## src/design/hpl_map.vh

```
// Constants for the host packet link: framing, classes, timing.
// Assumes inclusion by bare name from the design files.
`ifndef HPL_MAP_VH
`define HPL_MAP_VH
`define HPL_CLK_HZ        25000000
`define HPL_BAUD_SLOW     19200
`define HPL_BAUD_FAST     115200
`define HPL_MAX_LEN       8'h12
`define HPL_CLS_CMD       2'b00
`define HPL_CLS_RSP       2'b01
`define HPL_CLS_RPT       2'b10
`define HPL_CLS_ERR       2'b11
`define HPL_CRC_INIT      16'hFFFF
`define HPL_CRC_POLY      16'h8408
`define HPL_DEADLINE_MS   250
`define HPL_DEADLINE_CYC  (`HPL_CLK_HZ / 1000 * `HPL_DEADLINE_MS)
`define HPL_BIT_SLOW_CYC  (`HPL_CLK_HZ / `HPL_BAUD_SLOW)
`define HPL_BIT_FAST_CYC  (`HPL_CLK_HZ / `HPL_BAUD_FAST)
`endif

```

## src/design/hpl_uart.v

```verilog
// Serial character engine: 8 data bits, no parity, one stop bit.
// Assumes rx_i is already synchronised and bit_cyc_i is stable between characters.
`include "hpl_map.vh"
module hpl_uart #(
  parameter CW = 16
) (
  input  wire          clk_i,
  input  wire          rst_n_i,
  input  wire [CW-1:0] bit_cyc_i,
  input  wire          rx_i,
  output reg           rx_stb_o,
  output reg  [7:0]    rx_data_o,
  input  wire          tx_go_i,
  input  wire [7:0]    tx_data_i,
  output wire          tx_busy_o,
  output reg           tx_o
);
  // =====================================================
  // Receiver
  reg [CW-1:0] rcnt_ff;
  reg [3:0]    rbit_ff;
  reg          ract_ff;
  reg [7:0]    rsh_ff;
  // Samples mid-bit; a false start (low glitch) is dropped at the half point
  always @(posedge clk_i or negedge rst_n_i) begin
    if (!rst_n_i) begin
      rcnt_ff   <= {CW{1'b0}};
      rbit_ff   <= 4'h0;
      ract_ff   <= 1'b0;
      rsh_ff    <= 8'h00;
      rx_stb_o  <= 1'b0;
      rx_data_o <= 8'h00;
    end else begin
      rx_stb_o <= 1'b0;
      if (!ract_ff) begin
        if (!rx_i) begin
          ract_ff <= 1'b1;
          rcnt_ff <= bit_cyc_i >> 1;
          rbit_ff <= 4'h0;
        end
      end else if (rcnt_ff != {CW{1'b0}}) begin
        rcnt_ff <= rcnt_ff - 1'b1;
      end else begin
        rcnt_ff <= bit_cyc_i - 1'b1;
        rbit_ff <= rbit_ff + 4'h1;
        if (rbit_ff == 4'h0) begin
          if (rx_i) ract_ff <= 1'b0;
        end else if (rbit_ff == 4'h9) begin
          ract_ff <= 1'b0;
          if (rx_i) begin
            rx_stb_o  <= 1'b1;
            rx_data_o <= rsh_ff;
          end
        end else begin
          rsh_ff <= {rx_i, rsh_ff[7:1]};
        end
      end
    end
  end

  // =====================================================
  // Transmitter
  reg [CW-1:0] tcnt_ff;
  reg [3:0]    tbit_ff;
  reg          tact_ff;
  reg [8:0]    tsh_ff;
  assign tx_busy_o = tact_ff;
  always @(posedge clk_i or negedge rst_n_i) begin
    if (!rst_n_i) begin
      tcnt_ff <= {CW{1'b0}};
      tbit_ff <= 4'h0;
      tact_ff <= 1'b0;
      tsh_ff  <= 9'h1FF;
      tx_o    <= 1'b1;
    end else if (!tact_ff) begin
      tx_o <= 1'b1;
      if (tx_go_i) begin
        tact_ff <= 1'b1;
        tx_o    <= 1'b0;
        tsh_ff  <= {1'b1, tx_data_i};
        tcnt_ff <= bit_cyc_i - 1'b1;
        tbit_ff <= 4'h0;
      end
    end else if (tcnt_ff != {CW{1'b0}}) begin
      tcnt_ff <= tcnt_ff - 1'b1;
    end else if (tbit_ff == 4'h9) begin
      tact_ff <= 1'b0;
      tx_o    <= 1'b1;
    end else begin
      tcnt_ff <= bit_cyc_i - 1'b1;
      tbit_ff <= tbit_ff + 4'h1;
      tx_o    <= tsh_ff[0];
      tsh_ff  <= {1'b1, tsh_ff[8:1]};
    end
  end
endmodule // hpl_uart

```

## src/design/hpl_link.v

```verilog
// Packet layer of the host serial link: receives, checks and sends packets.
// Assumes the command logic answers each delivered packet through the reply port.
`include "hpl_map.vh"
module hpl_link #(
  parameter DEADLINE_CYC = `HPL_DEADLINE_CYC,
  parameter MAXLEN       = 18
) (
  input  wire        clk_i,
  input  wire        rstn_i,
  input  wire        rx_i,
  output reg         tx_o,
  input  wire        fast_baud_i,
  output reg         cmd_stb_o,
  output reg  [5:0]  cmd_code_o,
  output reg  [4:0]  cmd_len_o,
  output reg  [7:0]  cmd_byte_o,
  output reg         cmd_byte_stb_o,
  output reg  [4:0]  cmd_byte_idx_o,
  output reg         pend_o,
  output reg         late_o,
  input  wire        pkt_go_i,
  input  wire [1:0]  pkt_cls_i,
  input  wire [5:0]  pkt_code_i,
  input  wire [4:0]  pkt_len_i,
  input  wire [7:0]  pkt_byte_i,
  output reg         pkt_byte_req_o,
  output reg  [4:0]  pkt_byte_idx_o,
  output reg         pkt_busy_o
);
  // =====================================================
  // Reset release and input synchroniser
  reg rst_a_ff, rst_b_ff, rx_a_ff, rx_b_ff;
  always @(posedge clk_i or negedge rstn_i) begin
    if (!rstn_i) begin
      rst_a_ff <= 1'b0;
      rst_b_ff <= 1'b0;
    end else begin
      rst_a_ff <= 1'b1;
      rst_b_ff <= rst_a_ff;
    end
  end
  wire rst_n = rst_b_ff;
  // Idle line is high; the sync resets to idle so no false start bit
  always @(posedge clk_i or negedge rst_n) begin
    if (!rst_n) begin
      rx_a_ff <= 1'b1;
      rx_b_ff <= 1'b1;
    end else begin
      rx_a_ff <= rx_i;
      rx_b_ff <= rx_a_ff;
    end
  end

  // =====================================================
  // Rate select: reset gives the slow rate
  reg baud_fast_ff;
  always @(posedge clk_i or negedge rst_n) begin
    if (!rst_n) baud_fast_ff <= 1'b0;
    else        baud_fast_ff <= fast_baud_i;
  end
  localparam integer SLOW_INT = `HPL_BIT_SLOW_CYC, FAST_INT = `HPL_BIT_FAST_CYC;
  localparam [15:0]  SLOW_CYC = SLOW_INT[15:0], FAST_CYC = FAST_INT[15:0];
  // Rate only changes the bit time; framing stays 8N1 and no flow control exists
  wire [15:0] bit_cyc = baud_fast_ff ? FAST_CYC : SLOW_CYC;

  wire       rx_stb;
  wire [7:0] rx_data;
  reg        tx_go_ff;
  reg  [7:0] tx_data_ff;
  wire       tx_busy;
  wire       tx_w;
  hpl_uart #(.CW(16)) u_uart (
    .clk_i     (clk_i),
    .rst_n_i   (rst_n),
    .bit_cyc_i (bit_cyc),
    .rx_i      (rx_b_ff),
    .rx_stb_o  (rx_stb),
    .rx_data_o (rx_data),
    .tx_go_i   (tx_go_ff),
    .tx_data_i (tx_data_ff),
    .tx_busy_o (tx_busy),
    .tx_o      (tx_w)
  );
  always @(posedge clk_i or negedge rst_n) begin
    if (!rst_n) tx_o <= 1'b1;
    else        tx_o <= tx_w;
  end

  // =====================================================
  // CRC step, reflected 16-bit, one byte per call
  function [15:0] crc_byte;
    input [15:0] c;
    input [7:0]  d;
    integer      k;
    reg   [15:0] r;
    begin
      r = c ^ {8'h00, d};
      for (k = 0; k < 8; k = k + 1)
        r = r[0] ? ((r >> 1) ^ `HPL_CRC_POLY) : (r >> 1);
      crc_byte = r;
    end
  endfunction

  // =====================================================
  // Receive state machine
  localparam [4:0] R_TYPE = 5'h01, R_LEN = 5'h02, R_DATA = 5'h04,
                   R_CLO  = 5'h08, R_CHI = 5'h10;
  reg [4:0]  rst_ff;
  reg [15:0] rcrc_ff;
  reg [7:0]  rtype_ff, rclo_ff;
  reg [4:0]  rlen_ff, ridx_ff;
  reg [31:0] rtmo_ff;
  // Payload is delivered byte by byte as it arrives; commit only on good CRC.
  // Trade-off: no packet buffer, so the user must discard on a missing cmd_stb_o.
  always @(posedge clk_i or negedge rst_n) begin
    if (!rst_n) begin
      rst_ff <= R_TYPE;
      rcrc_ff <= `HPL_CRC_INIT;
      rtype_ff <= 8'h00;
      rclo_ff <= 8'h00;
      rlen_ff <= 5'h00;
      ridx_ff <= 5'h00;
      rtmo_ff <= 32'h0000_0000;
      cmd_stb_o <= 1'b0;
      cmd_code_o <= 6'h00;
      cmd_len_o <= 5'h00;
      cmd_byte_o <= 8'h00;
      cmd_byte_stb_o <= 1'b0;
      cmd_byte_idx_o <= 5'h00;
    end else begin
      cmd_stb_o <= 1'b0;
      cmd_byte_stb_o <= 1'b0;
      if (rst_ff != R_TYPE)
        rtmo_ff <= rtmo_ff + 32'h0000_0001;
      if (rst_ff != R_TYPE && rtmo_ff >= DEADLINE_CYC - 1) begin
        rst_ff <= R_TYPE;
      end else if (rx_stb) begin
        case (rst_ff)
          R_TYPE: begin
            // Only commands are accepted inbound; other classes are noise
            if (rx_data[7:6] == `HPL_CLS_CMD) begin
              rtype_ff <= rx_data;
              rcrc_ff <= crc_byte(`HPL_CRC_INIT, rx_data);
              rtmo_ff <= 32'h0000_0000;
              rst_ff <= R_LEN;
            end
          end
          R_LEN: begin
            if (rx_data > MAXLEN) begin
              rst_ff <= R_TYPE;
            end else begin
              rlen_ff <= rx_data[4:0];
              ridx_ff <= 5'h00;
              rcrc_ff <= crc_byte(rcrc_ff, rx_data);
              rst_ff <= (rx_data == 8'h00) ? R_CLO : R_DATA;
            end
          end
          R_DATA: begin
            cmd_byte_o <= rx_data;
            cmd_byte_idx_o <= ridx_ff;
            cmd_byte_stb_o <= 1'b1;
            rcrc_ff <= crc_byte(rcrc_ff, rx_data);
            ridx_ff <= ridx_ff + 5'h01;
            if (ridx_ff + 5'h01 == rlen_ff) rst_ff <= R_CLO;
          end
          R_CLO: begin
            rclo_ff <= rx_data;
            rst_ff <= R_CHI;
          end
          R_CHI: begin
            rst_ff <= R_TYPE;
            if ({rx_data, rclo_ff} == rcrc_ff) begin
              cmd_stb_o <= 1'b1;
              cmd_code_o <= rtype_ff[5:0];
              cmd_len_o <= rlen_ff;
            end
          end
          default: rst_ff <= R_TYPE;
        endcase
      end
    end
  end

  // =====================================================
  // Answer deadline watch: pending from a good packet until a reply starts
  reg [31:0] ack_cnt_ff;
  wire reply_go = pkt_go_i && !pkt_busy_o && (pkt_cls_i == `HPL_CLS_RSP ||
                  pkt_cls_i == `HPL_CLS_ERR) && pkt_code_i == cmd_code_o;
  always @(posedge clk_i or negedge rst_n) begin
    if (!rst_n) begin
      pend_o <= 1'b0;
      late_o <= 1'b0;
      ack_cnt_ff <= 32'h0000_0000;
    end else if (cmd_stb_o) begin
      pend_o <= 1'b1;  // New packet wins over a reply starting the same cycle
      late_o <= 1'b0;
      ack_cnt_ff <= 32'h0000_0000;
    end else if (reply_go) begin
      pend_o <= 1'b0;
    end else if (pend_o) begin
      ack_cnt_ff <= ack_cnt_ff + 32'h0000_0001;
      if (ack_cnt_ff >= DEADLINE_CYC - 1) late_o <= 1'b1;
    end
  end

  // =====================================================
  // Transmit state machine: type, length, payload, CRC low then high
  localparam [4:0] T_IDLE = 5'h01, T_HDR = 5'h02, T_DATA = 5'h04,
                   T_CLO  = 5'h08, T_CHI = 5'h10;
  reg [4:0]  tst_ff;
  reg [15:0] tcrc_ff;
  reg [4:0]  tlen_ff;
  always @(posedge clk_i or negedge rst_n) begin
    if (!rst_n) begin
      tst_ff <= T_IDLE;
      tcrc_ff <= `HPL_CRC_INIT;
      tlen_ff <= 5'h00;
      tx_go_ff <= 1'b0;
      tx_data_ff <= 8'h00;
      pkt_byte_req_o <= 1'b0;
      pkt_byte_idx_o <= 5'h00;
      pkt_busy_o <= 1'b0;
    end else begin
      tx_go_ff <= 1'b0;
      pkt_byte_req_o <= 1'b0;
      case (tst_ff)
        T_IDLE: begin
          // Over-long requests are clipped so no illegal length goes out
          if (pkt_go_i && !pkt_busy_o && pkt_cls_i != `HPL_CLS_CMD) begin
            tlen_ff <= (pkt_len_i > MAXLEN) ? MAXLEN[4:0] : pkt_len_i;
            tx_data_ff <= {pkt_cls_i, pkt_code_i};
            tcrc_ff <= crc_byte(`HPL_CRC_INIT, {pkt_cls_i, pkt_code_i});
            tx_go_ff <= 1'b1;
            pkt_busy_o <= 1'b1;
            tst_ff <= T_HDR;
          end else begin // Busy holds until the last character has left, so no header is lost
            pkt_busy_o <= tx_busy || tx_go_ff;
          end
        end
        T_HDR: begin
          if (!tx_busy && !tx_go_ff) begin
            tx_data_ff <= {3'b000, tlen_ff};
            tcrc_ff <= crc_byte(tcrc_ff, {3'b000, tlen_ff});
            tx_go_ff <= 1'b1;
            pkt_byte_idx_o <= 5'h00;
            pkt_byte_req_o <= (tlen_ff != 5'h00);
            tst_ff <= (tlen_ff == 5'h00) ? T_CLO : T_DATA;
          end
        end
        T_DATA: begin
          // Payload byte must stay valid on pkt_byte_i from the request until the previous character has left
          if (!tx_busy && !tx_go_ff && !pkt_byte_req_o) begin
            tx_data_ff <= pkt_byte_i;
            tcrc_ff <= crc_byte(tcrc_ff, pkt_byte_i);
            tx_go_ff <= 1'b1;
            if (pkt_byte_idx_o + 5'h01 == tlen_ff) begin
              tst_ff <= T_CLO;
            end else begin
              pkt_byte_idx_o <= pkt_byte_idx_o + 5'h01;
              pkt_byte_req_o <= 1'b1;
            end
          end
        end
        T_CLO: begin
          if (!tx_busy && !tx_go_ff) begin
            tx_data_ff <= tcrc_ff[7:0];
            tx_go_ff <= 1'b1;
            tst_ff <= T_CHI;
          end
        end
        T_CHI: begin
          if (!tx_busy && !tx_go_ff) begin
            tx_data_ff <= tcrc_ff[15:8];
            tx_go_ff <= 1'b1;
            tst_ff <= T_IDLE;
          end
        end
        default: tst_ff <= T_IDLE;
      endcase
    end
  end
endmodule // hpl_link

```

## config.mk

```make
export PLATFORM = sky130hd
export DESIGN_NAME = hpl_link
export DESIGN_NICKNAME = d
export VERILOG_FILES = /design/src/design/hpl_uart.v /design/src/design/hpl_link.v
export VERILOG_INCLUDE_DIRS = /design/src /design/src/design
export SDC_FILE = /design/constraint.sdc
export NUM_CORES = 1
export LEC_CHECK = 0
export BUFFER_PORTS_ARGS = -buffer_cell sky130_fd_sc_hd__buf_4
export CAP_MARGIN = 20
export CORE_MARGIN = 4
export CORE_UTILIZATION = 40
export DETAILED_ROUTE_END_ITERATION = 7
export SYNTH_ARGS = -nofsm -noshare
export SYNTH_HDL_FRONTEND = slang
export SYNTH_SLANG_ARGS = --single-unit
```

## constraint.sdc

```tcl
create_clock -name clk_i -period 11.3 [get_ports clk_i]
set_clock_uncertainty 0.1 [all_clocks]
set_input_delay 0.565 -clock clk_i [delete_from_list [all_inputs] [get_ports clk_i]]
set_output_delay 0.565 -clock clk_i [all_outputs]
set_load 0.05 [all_outputs]
```

Word-level counts from Yosys, hierarchy flattened
Index checks and enable logic that the tools add are counted.

Reductions and logical operators: 52. Mux-type cells: 142. Eq/ne operators: 36. Add/subtract/negate cells: 9. Order comparisons: 4. Bitwise operators: 50.

Operator list (number): $mux W16 (52); $mux W32 (8); $not A2 Y3 (40); $pmux W16 S3 (2); $mux W5 (15); $add A32 B1 Y32 const B (2); $ge A32 B23 Y1 const B (2); $mux W4 (10); $mux W8 (5); $pmux W8 S5 (1); $mux W1 (38); $mux W9 (4); $not A8 Y16 (2); $reduce_bool A16 Y1 (2); $sub A16 B1 Y16 const B (2); $xor A16 B8 Y16 (2); $reduce_and A4 Y1 (7); $ne A2 B2 Y1 const B (13); $pmux W5 S5 (1); $pmux W5 S2 (2); $pmux W5 S4 (1); $eq A16 B16 Y1 (1); $reduce_bool A2 Y1 (8); $xor A16 B5 Y16 (1); other kinds (36) (72).

Flip-flop bits (word level): 254. Input bits: 26. Word-level logic and storage cells: 334. Output and inout port bits: 36.

Longest topological paths before layout
Depth after elaboration: 19. Mapped depth: 8. Depth with buffers taken out: 8.

Cells and area by module
A second synthesis with hierarchy kept.

Cell total of the unflattened synthesis: 1452. Area, all modules: 14147.3 um^2.

By module, submodules not included: hpl_link (sequential area each 4675.7 um^2, instances 1, cells an instance 1045, area each 10092.2 um^2); hpl_uart (sequential area each 1712.9 um^2, instances 1, cells an instance 407, area each 4055.1 um^2).

Worst setup path after synthesis
No wires, ideal clock.

Kind: register to register. From: register rst_ff[0]. To: register cmd_code_o[0]. Setup slack: 8686 ps. Setup time: 125 ps. Arrival time: 2389 ps. Path buffers: 2. Period minus slack after synthesis: 2614 ps. Cell stages (with the launch flop): 9. Data required time: 11075 ps. Cells stage by stage: dfstp_2 > buf_2 > or3b_1 > o211ai_1 > nor4_1 > or2_2 > nor3_2 > buf_4 > mux2_2.

Longest elaborated chain between the ends: 4. Elaborated cells on any way between the ends: 5. Classes of those cells: eq/ne (2); bitwise (1); reduce/logical (2).

Ends and longest elaborated chain: start, declared (RTL line hpl_link.v:108) `reg [4:0] rst_ff;`; start signal, assigned (RTL line hpl_link.v:155) `rst_ff <= (rx_data == 8'h00) ? R_CLO : R_DATA;`; $ne A5 B1 Y1 (RTL line hpl_link.v:135) `if (rst_ff != R_TYPE && rtmo_ff >= DEADLINE_CYC - 1) begin`; $logic_and A1 B1 Y1 (RTL line hpl_link.v:135); $not A1 Y1 (no source line); $reduce_and A4 Y1 (no source line) *; end signal, assigned (RTL line hpl_link.v:174) `cmd_code_o <= rtype_ff[5:0];`; end, declared (RTL line hpl_link.v:14) `output reg [5:0] cmd_code_o,`.

Mark *: on every way between the ends. The rest lies on a longest branch, timed or not. A chain may end at the register's enable or synchronous reset.

Final worst setup path
From: register rst_ff[0]. To: register cmd_len_o[4].

Longest elaborated chain between the ends: 4. Elaborated cells on any way between the ends: 5. Classes of those cells: eq/ne (2); bitwise (1); reduce/logical (2).

Ends and longest elaborated chain: $ne A5 B1 Y1 (RTL line hpl_link.v:135); $logic_and A1 B1 Y1 (RTL line hpl_link.v:135); $not A1 Y1 (no source line); $reduce_and A4 Y1 (no source line) *; end signal, assigned (RTL line hpl_link.v:175) `cmd_len_o <= rlen_ff;`; end, declared (RTL line hpl_link.v:15) `output reg [4:0] cmd_len_o,`.

Marks and branches as above.

==> results.toml <==
[run_status]
status = "finished, final reports clean"

[grt]
grt_max_degree = 192
grt_antenna_before_repair = 0
grt_pass1_wl_um = 52600
grt_overflow_total = 0
grtUsageTotal_pct = 17.0
grt_pass1_vias = 10063

[setup_path]
cp.arrival_ps = 3570
cp.required_ps = 11620
critPathMaxFanout = 11
endpoint_kind = "flop"
r2r_start = "rst_ff[0]$_DFFE_PN1P_"
criticalPathCategory = "reg -> reg"
reg2reg_to = "cmd_len_o[4]$_DFFE_PN0P_"
rrSetupSlack_ps = 8050
startpoint_type = "flop"
reg2regPathDepth = 6

[yosys]
ys.warnings.count = 0
ys_types = 74
synth_top_area_share_pct = 37.8
synthTopCellsByArea = "dfrtp_1 38%, dfstp_2 8.8%, xor2_1 5.3%"
syn_nets = 1453
seq_area_frac_synth_pct = 46.7
synth_area_um2 = 13700
synth-seq-cells = 253
synthCells = 1414
yosys.area.top_type = "dfrtp_1"
avgSynthCellArea_um2 = 9.68
synth_edf_count = 0
synth-async-reset-ratio_pct = 100
synthFlopType = "dfrtp_1"

[route]
routed_wl_um = 31900
via_per_inst = 5.49
first_pass_iters = 5
vias = 10527
drt_iter0_drc = 610
wire_per_inst_um = 16.6
drcViolationCount = 0
ant_nets = 0

[clock_network]
clk_pin_slew_worst_paths_ps = 60
cts.sinks = 253
ctsRootBufferMaster = "clkbuf_16"
insertion_delay_ps = 540
cts_buffers = 29
cts_tree = "built"
clk_path_buf_depth = 3
ctsHtreeMaxLevel = 1

[place]
placed_area_um2 = 14500
dp_hpwl_um = 21200
post-place-ws_ps = 8100
numPortBuffers = 61
gp_congestion = 0.857

[finish]
syn2layout_area_growth_pct = 13.4
final_common_cell = "dfrtp_1"
post-route-util_pct = 46.2
nNetsFinal = 1486
mostFrequentLayoutCells = "206 x dfrtp_1, 147 x nand2_1, 123 x nor2_1"
diodes = 0
final_cell_area_um2 = 15500
drive_gt1_share_pct = 17.6

[flow_run]
cap_violations = 0

[sta]
setup_viol = 0
hold_slack_ps = 0.640
hold_violations = 0
worst_slack_ps = 8050
rsz0062_at_grt = "false"
drv_slew = 0
worstMarginPinSlew_ps = 1060
timing.fmax_mhz = 308
slew_headroom_pct = 29.6
setup_tns_ps = 0
finalCriticalPeriod_ps = 3250
fin_crit_sh_pct = 28.8

[floorplanning]
initial_core_util_pct = 40.7
die_y_um = 193
die_area_um2 = 37200
rows = 67
die_w_um = 193
coreArea_um2 = 33600
io_pins = 62

[worst_hold_path]
worstHoldPathType = "reg -> async"

[power]
vdd_ir_drop_max_uv = 122
p_leak_nw = 6.97
powerDensity_nw_per_um2 = 174
routing by layer:
layer | wire [um] | vias up | GRT usage, %
li1 | - | 5104 | -
met1 | 15500 | 5097 | 25.5
met2 | 13900 | 271 | 25.6
met3 | 1600 | 55 | 2.47
met4 | 867 | 0 | 4.79
met5 | 0 | - | 0
cell type report:
cell class | count | area, um^2
Fill cell | 3176 | 18100
Timing Repair Buffer | 73 | 563
Clock inverter | 8 | 77.6
Multi-Input combinational cell | 1067 | 6930
Inverter | 23 | 86.3
Tap cell | 448 | 561
Sequential cell | 253 | 6390
Clock buffer | 46 | 910
cell families after synthesis:
logic type	count (synthesis)	share of synthesized area [%]
AO/OA/AOI/OAI	267	12.1
XOR/XNOR	164	10.6
adder cells (fa/ha/maj)	13	1.19
buffers and inverters	94	2.74
flip-flops	253	46.7
multiplexers	88	7.27
other	1	0.0274
AND/OR/NAND/NOR	534	19.3
stage by stage:
step | total power (W) | cells
2_1_floorplan | 0.00164 | 1414
3_3_place_gp | 0.00175 | 1862
3_5_place_dp | 0.00176 | 1862
4_1_cts | 0.00273 | 1917
5_1_grt | 0.00287 | 1918
6_report | 0.00270 | 1918
where the power goes:
group | internal, W | switching, W | total, W
clock | 0.000573 | 0.000376 | 0.000949
combinational | 0.000241 | 0.000272 | 0.000513
sequential | 0.00108 | 0.000165 | 0.00124
state kept, by name, indices dropped and copies added (netlist names), 6 cells and up:
| register | cells |
|---|---|
| ack_cnt_ff | 32 |
| cmd_byte_o | 8 |
| cmd_code_o | 6 |
| rclo_ff | 8 |
| rcrc_ff | 16 |
| rtmo_ff | 32 |
| rtype_ff | 6 |
| tcrc_ff | 16 |
| tx_data_ff | 8 |
| u_uart.rcnt_ff | 16 |
| u_uart.rsh_ff | 8 |
| u_uart.rx_data_o | 8 |
| u_uart.tcnt_ff | 16 |
| u_uart.tsh_ff | 8 |
repair_timing:
action / CTS / global route
setup buffers: 0 / 0
endpoints found under the hold margin: 2 / 0
hold buffers: 1 / 0
gates resized for setup: 0 / 0
worst max-delay path by stage:
stage          slack, ps                  start  depth (start not counted)                   endpoint
6_report            8050  rst_ff[0]$_DFFE_PN1P_                          6   cmd_len_o[4]$_DFFE_PN0P_
5_1_grt             7900  rst_ff[0]$_DFFE_PN1P_                          5      rtmo_ff[23]$_DFF_PN0_
4_1_cts             8090  rst_ff[0]$_DFFE_PN1P_                          6   cmd_len_o[4]$_DFFE_PN0P_
3_5_place_dp        8100  rst_ff[0]$_DFFE_PN1P_                          6  cmd_code_o[0]$_DFFE_PN0P_
3_3_place_gp        8180  rst_ff[0]$_DFFE_PN1P_                          6  cmd_code_o[4]$_DFFE_PN0P_
2_1_floorplan       3710     rst_b_ff$_DFF_PN0_                          0  ack_cnt_ff[0]$_DFFE_PN0P_
worst max-delay path, cell delays in order, from the launching register on:
cell	delay [ps]
dfstp_2	610
or3b_1	410
o211ai_1	220
nor4_1	120
or2_2	370
nor3_2	860
mux2_2	410
Yosys cell counts, types with 9 or more instances:
library cell,number
a21oi_1,68
clkbuf_1,56
mux2i_1,21
inv_1,22
a22oi_1,11
mux2_2,59
or3_1,12
dfstp_2,46
nand2_1,147
ha_1,13
o21ai_0,82
a211oi_1,9
nand3_1,80
o22ai_1,21
nor2_1,123
nand4_1,26
buf_2,11
dfrtp_1,207
and3_1,21
nand2b_1,11
xor2_1,83
nor4_1,18
xnor2_1,80
nor3_1,37
o31ai_1,11
No activity file was read; power rests on OpenSTA's default activity.
